--- src/inc/i2cab_defines.svh ---
// Register map, field positions and reset values of the abort cause block
`ifndef I2CAB_DEFINES_SVH
`define I2CAB_DEFINES_SVH
// Byte addresses of the registers
`define I2CAB_ADDR_CONTROL  8'h00
`define I2CAB_ADDR_TARGET   8'h04
`define I2CAB_ADDR_INTR_CLR 8'h40
`define I2CAB_ADDR_ABRT_CLR 8'h54
`define I2CAB_ADDR_SOURCE   8'h80
// Control register fields
`define I2CAB_CTL_MASTER_EN 0
`define I2CAB_CTL_HS_MODE   1
`define I2CAB_CTL_TEN_BIT   2
`define I2CAB_CTL_RESTART   5
// Target register fields
`define I2CAB_TAR_GC_START  10
`define I2CAB_TAR_CMD_SEL_A 11
// Cause flag positions in the source register
`define I2CAB_F_7B_NACK     0
`define I2CAB_F_10B1_NACK   1
`define I2CAB_F_10B2_NACK   2
`define I2CAB_F_DATA_NACK   3
`define I2CAB_F_GC_NACK     4
`define I2CAB_F_GC_READ     5
`define I2CAB_F_HS_ACKED    6
`define I2CAB_F_SB_ACKED    7
`define I2CAB_F_HS_NORST    8
`define I2CAB_F_SB_NORST    9
`define I2CAB_F_10B_RD      10
`define I2CAB_F_MASTER_DIS  11
// Reset values and writable masks
`define I2CAB_CONTROL_RST   32'h0000_0021
`define I2CAB_CONTROL_MASK  32'h0000_0027
`define I2CAB_TARGET_RST    32'h0000_0000
`define I2CAB_TARGET_MASK   32'h0000_0c00
// Bus responses
`define I2CAB_RESP_OKAY     2'h0
`define I2CAB_RESP_SLVERR   2'h2
`endif

--- src/inc/i2cab_pkg.sv ---
// Types shared by the abort cause block
package i2cab_pkg;
  typedef logic [11:0] i2cab_cause_t;
  typedef struct packed {
    logic master_en;
    logic restart_en;
    logic hs_mode;
    logic ten_bit;
    logic cmd_sel_a;
    logic gc_start_sel;
  } i2cab_cfg_t;
  typedef enum logic [2:0] {
    I2CAB_REG_CONTROL,
    I2CAB_REG_TARGET,
    I2CAB_REG_INTR_CLR,
    I2CAB_REG_ABRT_CLR,
    I2CAB_REG_SOURCE,
    I2CAB_REG_NONE
  } i2cab_reg_t;
endpackage

--- src/inc/i2cab_cause_if.sv ---
// Carrier between cause detection and flag storage
interface i2cab_cause_if;
  i2cab_pkg::i2cab_cause_t set;
  logic                    sbyte_live;
  logic                    clear;
  modport detect (output set, output sbyte_live);
  modport store  (input set, input sbyte_live, input clear);
endinterface

--- src/rtl/i2cab_top.sv ---
// Transmit abort cause register of an I2C controller behind an AXI4-Lite slave
//
// What this block does
// Flag 11 is set when a master transfer is requested while the master function is off.
// Flag 10 is set when a 10-bit read is requested while repeated start is off.
// Flag 9 is set when a start byte is requested while repeated start is off.
// Flag 9 cleared while its cause still holds drops for one cycle and then comes back.
// Flag 8 is set when a high-speed transfer is requested while repeated start is off.
// Flag 7 is set when a start byte sent as master is acknowledged.
// Flag 6 is set when the high-speed master code is acknowledged.
// Flag 5 is set when a read command follows a general call.
// Flag 4 is set when a general call gets no acknowledge.
// Flag 3 is set when a data byte after an acknowledged address gets no acknowledge.
// Flag 2 is set when the second 10-bit address byte gets no acknowledge.
// Flag 1 is set when the first 10-bit address byte gets no acknowledge.
// Flag 0 is set when a 7-bit address gets no acknowledge.
// Reading either clear register clears all flags; flag 9 comes back one cycle later while its cause still holds.
// The 32-bit source register shows which cause raised the abort event.
// Flags reset to zero and ignore software writes.
// A flag sets in the cycle after its cause is seen and holds until a clear.
//
// Design decisions made here: register access over AXI4-Lite and the address map.
`include "i2cab_defines.svh"
module i2cab_top (
  input  wire logic        clk,
  input  wire logic        nrst,
  // Write address channel
  input  wire logic [7:0]  s_axi_awaddr,
  input  wire logic [2:0]  s_axi_awprot,
  input  wire logic        s_axi_awvalid,
  output      logic        s_axi_awready,
  // Write data channel
  input  wire logic [31:0] s_axi_wdata,
  input  wire logic [3:0]  s_axi_wstrb,
  input  wire logic        s_axi_wvalid,
  output      logic        s_axi_wready,
  // Write response channel
  output      logic [1:0]  s_axi_bresp,
  output      logic        s_axi_bvalid,
  input  wire logic        s_axi_bready,
  // Read address channel
  input  wire logic [7:0]  s_axi_araddr,
  input  wire logic [2:0]  s_axi_arprot,
  input  wire logic        s_axi_arvalid,
  output      logic        s_axi_arready,
  // Read data channel
  output      logic [31:0] s_axi_rdata,
  output      logic [1:0]  s_axi_rresp,
  output      logic        s_axi_rvalid,
  input  wire logic        s_axi_rready,
  // Requests and events from the bus engine
  input  wire logic        xfer_req,
  input  wire logic        xfer_read,
  input  wire logic        addr1_nack,
  input  wire logic        addr2_nack,
  input  wire logic        data_nack,
  input  wire logic        start_byte_acked,
  input  wire logic        hs_code_acked,
  input  wire logic        read_cmd_popped,
  input  wire logic        gcall_active,
  // Configuration toward the bus engine
  output      logic        master_enable,
  output      logic        repeated_start_enable,
  // Abort event toward the interrupt logic
  output      logic        tx_abort_event
);

  // Write channel holding registers
  logic [7:0]              awaddr_q;
  logic                    aw_held_q;
  logic [31:0]             wdata_q;
  logic [3:0]              wstrb_q;
  logic                    w_held_q;
  logic                    bvalid_q;
  logic [1:0]              bresp_q;
  // Read channel registers
  logic                    rvalid_q;
  logic [31:0]             rdata_q;
  logic [1:0]              rresp_q;
  // Software registers
  logic [31:0]             control_q;
  logic [31:0]             target_q;
  // Flag storage view
  i2cab_pkg::i2cab_cause_t flags_q;
  logic                    abort_event_q;
  // Handshakes and decoded accesses
  logic                    ar_hs;
  logic                    do_write;
  i2cab_pkg::i2cab_reg_t   wr_reg;
  i2cab_pkg::i2cab_reg_t   rd_reg;
  i2cab_pkg::i2cab_cfg_t   cfg;
  logic                    rd_clear;

  i2cab_cause_if cif ();

  // Maps a byte address onto a register, low two bits ignored
  function automatic i2cab_pkg::i2cab_reg_t decode(input logic [7:0] addr);
    logic [7:0] word;
    word = {addr[7:2], 2'h0};
    if (word == `I2CAB_ADDR_CONTROL) begin
      decode = i2cab_pkg::I2CAB_REG_CONTROL;
    end else if (word == `I2CAB_ADDR_TARGET) begin
      decode = i2cab_pkg::I2CAB_REG_TARGET;
    end else if (word == `I2CAB_ADDR_INTR_CLR) begin
      decode = i2cab_pkg::I2CAB_REG_INTR_CLR;
    end else if (word == `I2CAB_ADDR_ABRT_CLR) begin
      decode = i2cab_pkg::I2CAB_REG_ABRT_CLR;
    end else if (word == `I2CAB_ADDR_SOURCE) begin
      decode = i2cab_pkg::I2CAB_REG_SOURCE;
    end else begin
      decode = i2cab_pkg::I2CAB_REG_NONE;
    end
  endfunction

  // Merges write data into a register under byte strobes and a field mask
  function automatic logic [31:0] merge(input logic [31:0] old,
                                        input logic [31:0] data,
                                        input logic [3:0]  strb,
                                        input logic [31:0] mask);
    logic [31:0] lanes;
    lanes = {{8{strb[3]}}, {8{strb[2]}}, {8{strb[1]}}, {8{strb[0]}}};
    merge = (old & ~(lanes & mask)) | (data & lanes & mask);
  endfunction

  // Channel ready terms, one write in flight at a time
  assign s_axi_awready = !aw_held_q && !bvalid_q;
  assign s_axi_wready  = !w_held_q && !bvalid_q;
  assign s_axi_arready = !rvalid_q;
  assign ar_hs         = s_axi_arvalid && !rvalid_q;
  assign do_write      = aw_held_q && w_held_q && !bvalid_q;
  assign wr_reg        = decode(awaddr_q);
  assign rd_reg        = decode(s_axi_araddr);

  // Reading a clear register empties the flags at the read handshake
  assign rd_clear = ar_hs && (rd_reg == i2cab_pkg::I2CAB_REG_INTR_CLR ||
                              rd_reg == i2cab_pkg::I2CAB_REG_ABRT_CLR);
  assign cif.clear = rd_clear;

  // Write address capture
  always_ff @(posedge clk or negedge nrst) begin
    if (!nrst) begin
      aw_held_q <= 1'b0;
      awaddr_q  <= 8'h00;
    end else if (s_axi_awvalid && s_axi_awready) begin
      aw_held_q <= 1'b1;
      awaddr_q  <= s_axi_awaddr;
    end else if (do_write) begin
      aw_held_q <= 1'b0;
    end
  end

  // Write data capture
  always_ff @(posedge clk or negedge nrst) begin
    if (!nrst) begin
      w_held_q <= 1'b0;
      wdata_q  <= 32'h0000_0000;
      wstrb_q  <= 4'h0;
    end else if (s_axi_wvalid && s_axi_wready) begin
      w_held_q <= 1'b1;
      wdata_q  <= s_axi_wdata;
      wstrb_q  <= s_axi_wstrb;
    end else if (do_write) begin
      w_held_q <= 1'b0;
    end
  end

  // Write response, error for addresses outside the map
  always_ff @(posedge clk or negedge nrst) begin
    if (!nrst) begin
      bvalid_q <= 1'b0;
      bresp_q  <= `I2CAB_RESP_OKAY;
    end else if (do_write) begin
      bvalid_q <= 1'b1;
      bresp_q  <= (wr_reg == i2cab_pkg::I2CAB_REG_NONE) ? `I2CAB_RESP_SLVERR : `I2CAB_RESP_OKAY;
    end else if (s_axi_bready) begin
      bvalid_q <= 1'b0;
    end
  end

  // Control register, only implemented bits are writable
  always_ff @(posedge clk or negedge nrst) begin
    if (!nrst) begin
      control_q <= `I2CAB_CONTROL_RST;
    end else if (do_write && wr_reg == i2cab_pkg::I2CAB_REG_CONTROL) begin
      control_q <= merge(control_q, wdata_q, wstrb_q, `I2CAB_CONTROL_MASK);
    end
  end

  // Target register, selects for command_select_a commands
  always_ff @(posedge clk or negedge nrst) begin
    if (!nrst) begin
      target_q <= `I2CAB_TARGET_RST;
    end else if (do_write && wr_reg == i2cab_pkg::I2CAB_REG_TARGET) begin
      target_q <= merge(target_q, wdata_q, wstrb_q, `I2CAB_TARGET_MASK);
    end
  end

  // Read response, data captured at the handshake before any clear lands
  always_ff @(posedge clk or negedge nrst) begin
    if (!nrst) begin
      rvalid_q <= 1'b0;
      rdata_q  <= 32'h0000_0000;
      rresp_q  <= `I2CAB_RESP_OKAY;
    end else if (ar_hs) begin
      rvalid_q <= 1'b1;
      rresp_q  <= `I2CAB_RESP_OKAY;
      unique case (rd_reg)
        i2cab_pkg::I2CAB_REG_CONTROL: begin
          rdata_q <= control_q;
        end
        i2cab_pkg::I2CAB_REG_TARGET: begin
          rdata_q <= target_q;
        end
        i2cab_pkg::I2CAB_REG_INTR_CLR,
        i2cab_pkg::I2CAB_REG_ABRT_CLR: begin
          rdata_q <= {31'h0000_0000, |flags_q};
        end
        i2cab_pkg::I2CAB_REG_SOURCE: begin
          rdata_q <= {20'h0_0000, flags_q};
        end
        i2cab_pkg::I2CAB_REG_NONE: begin
          rdata_q <= 32'h0000_0000;
          rresp_q <= `I2CAB_RESP_SLVERR;
        end
      endcase
    end else if (s_axi_rready) begin
      rvalid_q <= 1'b0;
    end
  end

  // Configuration view handed to cause detection
  assign cfg.master_en    = control_q[`I2CAB_CTL_MASTER_EN];
  assign cfg.restart_en   = control_q[`I2CAB_CTL_RESTART];
  assign cfg.hs_mode      = control_q[`I2CAB_CTL_HS_MODE];
  assign cfg.ten_bit      = control_q[`I2CAB_CTL_TEN_BIT];
  assign cfg.cmd_sel_a    = target_q[`I2CAB_TAR_CMD_SEL_A];
  assign cfg.gc_start_sel = target_q[`I2CAB_TAR_GC_START];

  // Cause detection from configuration and engine events
  i2cab_cause_detect u_detect (
    .cfg              (cfg),
    .xfer_req         (xfer_req),
    .xfer_read        (xfer_read),
    .addr1_nack       (addr1_nack),
    .addr2_nack       (addr2_nack),
    .data_nack        (data_nack),
    .start_byte_acked (start_byte_acked),
    .hs_code_acked    (hs_code_acked),
    .read_cmd_popped  (read_cmd_popped),
    .gcall_active     (gcall_active),
    .cif              (cif.detect)
  );

  // Sticky flag storage
  i2cab_flags u_flags (
    .clk           (clk),
    .nrst          (nrst),
    .cif           (cif.store),
    .flags_q       (flags_q),
    .abort_event_q (abort_event_q)
  );

  // Outputs
  assign s_axi_bvalid          = bvalid_q;
  assign s_axi_bresp           = bresp_q;
  assign s_axi_rvalid          = rvalid_q;
  assign s_axi_rdata           = rdata_q;
  assign s_axi_rresp           = rresp_q;
  assign master_enable         = control_q[`I2CAB_CTL_MASTER_EN];
  assign repeated_start_enable = control_q[`I2CAB_CTL_RESTART];
  assign tx_abort_event        = abort_event_q;

endmodule

--- src/rtl/i2cab_cause_detect.sv ---
// Turns configuration and bus engine events into one-cycle cause set pulses
`include "i2cab_defines.svh"
module i2cab_cause_detect (
  input  wire i2cab_pkg::i2cab_cfg_t cfg,
  input  wire logic                  xfer_req,
  input  wire logic                  xfer_read,
  input  wire logic                  addr1_nack,
  input  wire logic                  addr2_nack,
  input  wire logic                  data_nack,
  input  wire logic                  start_byte_acked,
  input  wire logic                  hs_code_acked,
  input  wire logic                  read_cmd_popped,
  input  wire logic                  gcall_active,
  i2cab_cause_if.detect              cif
);
  // Start byte request stays illegal while this level holds
  assign cif.sbyte_live = !cfg.restart_en && cfg.cmd_sel_a && cfg.gc_start_sel;

  // One set term per cause
  always_comb begin
    cif.set = '0;
    cif.set[`I2CAB_F_MASTER_DIS] = xfer_req && !cfg.master_en;
    cif.set[`I2CAB_F_10B_RD]     = xfer_req && xfer_read && cfg.ten_bit && !cfg.restart_en;
    cif.set[`I2CAB_F_SB_NORST]   = xfer_req && cif.sbyte_live;
    cif.set[`I2CAB_F_HS_NORST]   = xfer_req && cfg.hs_mode && !cfg.restart_en;
    cif.set[`I2CAB_F_SB_ACKED]   = start_byte_acked;
    cif.set[`I2CAB_F_HS_ACKED]   = hs_code_acked && cfg.hs_mode;
    cif.set[`I2CAB_F_GC_READ]    = read_cmd_popped && gcall_active;
    cif.set[`I2CAB_F_GC_NACK]    = addr1_nack && gcall_active;
    cif.set[`I2CAB_F_DATA_NACK]  = data_nack;
    cif.set[`I2CAB_F_10B2_NACK]  = addr2_nack && cfg.ten_bit;
    cif.set[`I2CAB_F_10B1_NACK]  = addr1_nack && cfg.ten_bit && !gcall_active;
    cif.set[`I2CAB_F_7B_NACK]    = addr1_nack && !cfg.ten_bit && !gcall_active;
  end
endmodule

--- src/rtl/i2cab_flags.sv ---
// Sticky cause flags with read clear and start byte re-assertion
`include "i2cab_defines.svh"
module i2cab_flags (
  input  wire logic                    clk,
  input  wire logic                    nrst,
  i2cab_cause_if.store                 cif,
  output      i2cab_pkg::i2cab_cause_t flags_q,
  output      logic                    abort_event_q
);
  logic reassert_q;

  // Sticky storage, a set in the clear cycle survives
  always_ff @(posedge clk or negedge nrst) begin
    if (!nrst) begin
      flags_q <= '0;
    end else begin
      flags_q <= (cif.clear ? '0 : flags_q) | cif.set |
                 ({{2{1'b0}}, reassert_q, {9{1'b0}}});
    end
  end

  // Start byte flag comes back one cycle after a clear if still illegal
  always_ff @(posedge clk or negedge nrst) begin
    if (!nrst) begin
      reassert_q <= 1'b0;
    end else begin
      reassert_q <= cif.clear && flags_q[`I2CAB_F_SB_NORST] && cif.sbyte_live;
    end
  end

  // Abort event pulse follows any newly detected cause
  always_ff @(posedge clk or negedge nrst) begin
    if (!nrst) begin
      abort_event_q <= 1'b0;
    end else begin
      abort_event_q <= |cif.set;
    end
  end
endmodule

--- config.mk ---
export PLATFORM = sky130hd
export DESIGN_NAME = i2cab_top
export DESIGN_NICKNAME = d
export VERILOG_FILES = /design/src/inc/i2cab_pkg.sv /design/src/inc/i2cab_cause_if.sv /design/src/rtl/i2cab_top.sv /design/src/rtl/i2cab_cause_detect.sv /design/src/rtl/i2cab_flags.sv
export VERILOG_INCLUDE_DIRS = /design/src /design/src/inc
export SDC_FILE = /design/constraint.sdc
export NUM_CORES = 1
export LEC_CHECK = 0
export BUFFER_PORTS_ARGS = -buffer_cell sky130_fd_sc_hd__clkbuf_2
export CAP_MARGIN = 25
export CORE_MARGIN = 5
export CORE_UTILIZATION = 30
export DETAILED_ROUTE_END_ITERATION = 10
export PLACE_DENSITY_LB_ADDON = 0.08
export REMOVE_ABC_BUFFERS = 1
export SYNTH_ARGS = -nofsm -noshare
export SYNTH_HDL_FRONTEND = slang
export SYNTH_HIERARCHICAL = 1
export SYNTH_SLANG_ARGS = --single-unit
--- constraint.sdc ---
create_clock -name clk -period 1.4 [get_ports clk]
set_input_delay 0.28 -clock clk [delete_from_list [all_inputs] [get_ports clk]]
set_output_delay 0.28 -clock clk [all_outputs]
set_load 0.01 [all_outputs]
==> flow_metrics.tcl <==
set metrics [dict create \
    gp_congestion 0.736 \
    synth_flop_cell "dfrtp_1" \
    synth.area.top_cells "dfrtp_1 51%, mux2_2 9.2%, buf_4 7.3%" \
    yosysSeqAreaShare 0.531 \
    cts_made_buffers 5 \
    total_leakage_power_nw 1.50 \
    synth-compound-area-share 0.105 \
    firstDrtPassIters 4 \
    cts.sinks 52 \
    cp_max_fo 12 \
    instances_no_fill 382 \
    finalHoldViolCount 0 \
    fillers 816 \
    max_stage_delay_ns 0.42 \
    drtIter0Drc 66 \
    grt_util_all_layers 0.111 \
    power_switching_mw 1.49 \
    drt-total-wl_mm 5.38 \
    htree_levels 2 \
    synth-seq-cells 52 \
    cp_cell_sequence "nor4b_4, and4b_2, inv_4, a211o_1" \
    cts.reportedPaths.clkPinSlew_ns 0.09 \
    drv_cap 0 \
    max_freq_ghz 0.716 \
    yosys.area.top_type "dfrtp_1" \
    outcome "complete, no violations" \
    clockRootBuffer "clkbuf_8" \
    drc 0 \
    yosys.area_share.simple 0.143 \
    critPathRequiredTime_ns 1.59 \
    finalCriticalPeriod_ns 1.40 \
    synth_edf_count 0 \
    reg2reg_depth 4 \
    postSynthCellCount 201 \
    setup_viol 0 \
    layout_setup_ws_ns 0.00252 \
    grt_max_degree 53 \
    wl_per_cell_um 14.1 \
    synthTopCellsByCount "50 x dfrtp_1, 24 x buf_4, 20 x mux2_2" \
    crit_end "u_flags/flags_q[9]" \
    path_delay_family "simple AND/OR/NAND/NOR gates" \
    cts_buffer_depth 2 \
    slowest_stage "dfrtp_1" \
    crit_buf_inv 1 \
    yosys.area.top_type_share 0.509 \
    finalSetupTns_ns 0 \
    dieArea_um2 10100 \
    drive_gt1_frac 0.455 \
    port_buffers 57 \
    pwr-share-clk 0.192 \
    muxShareOfSynthArea 0.110 \
    via_per_inst 4.47 \
    synth_xor_area_frac 0.00356 \
    p_int_mw 3.25 \
    dpl_worst_slack_ns -0.0690 \
    holdWs_ns 0.147 \
    r2r-start "s_axi_rvalid" \
    dr.max_layer_used "met4" \
    critPathKind "reg2reg" \
    wl_met2_mm 2.48 \
    route.met3.wl_um 392 \
    placementRows 33 \
    num_vias 1706 \
    critPathLaunch "s_axi_rvalid" \
    grt_pass1_vias 1726 \
    cp.depth 4 \
    synth_fa_ha_area_frac 0.00815 \
    synth_top_family_by_area "simple AND/OR/NAND/NOR gates" \
    r2r-end "u_flags/flags_q[9]" \
    die_width_um 101 \
    arrival_ns 1.59 \
    setup.reg_to_reg.worst_slack_ns 0.003 \
    power_frac_seq 0.494 \
    rsz0062_at_grt "yes" \
    crit_path_start_kind "flop" \
    die_h_um 101 \
    dp_cells 372 \
    hold_class "in2reg" \
    grt_pass1_wl_mm 8.78 \
    antenna_found_initial 0 \
    coreArea_um2 8090 \
    sw_frac_of_total 0.314 \
    yosysWarnings 6 \
    combPwrFrac 0.315 \
    ant_nets 0 \
    clk_latency_ns 0.30 \
    power_density_nw_per_um2 1550 \
    synth_area_um2 2460 \
    cts_tree "yes" \
    synthArstFlopShare 1.00 \
    ioPinCount 118 \
    avgSynthCellArea_um2 12.2 \
    drv_slew 0 \
    start_util 0.304 \
    post-route-util 0.377 \
    met1Wirelength_mm 2.48 \
    overflow 0 \
    ys_types 40 \
    antenna_cells 0 \
    synth_most_common_cell "dfrtp_1" \
    cp-end-kind "flop" \
    fin_crit_sh 0.998 \
    post-dp-hpwl_mm 4.11 \
    peakVddDrop_uv 737 \
    finClkSkew_ns 0.00732 \
    final_nets 350 \
    area_growth_pct 24.1 \
]
[placed cells by master (no fill, tap or decap), drive strengths merged, types with 7 or more instances in the layout]
| master | n |
|---|---|
| clkbuf | 62 |
| dfrtp | 50 |
| o21ai | 8 |
| buf | 21 |
| mux2 | 21 |
| nand2 | 8 |
| conb | 22 |
| a21o | 12 |
| and2 | 7 |
[layout make-up]
class	instances	area, µm²	share of cell area
repair buffers	77	479	0.157
well taps	105	131	0.0431
clock buffers	7	86.3	0.0283
flip-flops and latches	52	1300	0.428
multi-input cells	137	1030	0.337
inverters	3	13.8	0.00451
clock inverters	1	7.51	0.00246
[worst register-to-register path: stages (launching register included)]
cell and delay, ns:
dfrtp_1 0.42, nor4b_4 0.23, and4b_2 0.30, inv_4 0.08
a211o_1 0.26
[how the worst min path moves through the flow]
stage | start | to | slack [ns] | cells past startpoint
finish | s_axi_rready | s_axi_rvalid | 0.15 | 2
global route | s_axi_bready | s_axi_bvalid | 0.15 | 2
CTS | s_axi_rready | s_axi_rvalid | 0.14 | 2
detailed placement | nrst | s_axi_rresp[1] | 0.31 | 2
global placement | nrst | s_axi_rvalid | 0.31 | 2
floorplan | nrst | async pin | -0.02 | 0
[through the flow]
step / power [mW] / area, µm²
floorplan: 3.11 / 2310
global placement: 3.78 / 2880
detailed placement: 3.79 / 2880
CTS: 4.73 / 3000
global route: 5.09 / 3050
finish: 4.74 / 3050
[cells by family (layout without fill, tap and decap cells)]
logic type,after synthesis,in the layout
flops,52,52
simple gates,52,52
compound gates,36,36
buf+inv,33,88
mux,24,24
fa+ha+maj,2,2
other cells,1,22
xor+xnor,1,1
[repair_timing]
item / in CTS / in global routing
pin swaps: 1 / 1
hold buffers: 1 / 0
endpoints found under the setup margin: 2 / 26
buffers inserted: 0 / 1
resized for setup: 3 / 12
hold endpoints to repair: 50 / 0
[layer usage]
layer | up-vias | global-route usage
met5 | - | 0
met4 | 0 | 0.0321
met3 | 5 | 0.0277
met2 | 63 | 0.171
met1 | 815 | 0.153
li1 | 823 | -
[power groups by stage]
| stage | clock network (mW) | registers (mW) | logic (mW) |
|---|---|---|---|
| floorplan | 0 | 2.29 | 0.824 |
| global placement | 0 | 2.36 | 1.42 |
| detailed placement | 0 | 2.37 | 1.42 |
| CTS | 0.950 | 2.34 | 1.44 |
| global route | 1.00 | 2.42 | 1.67 |
| finish | 0.908 | 2.34 | 1.49 |
Note: power is estimated with default switching activity, not from simulation.
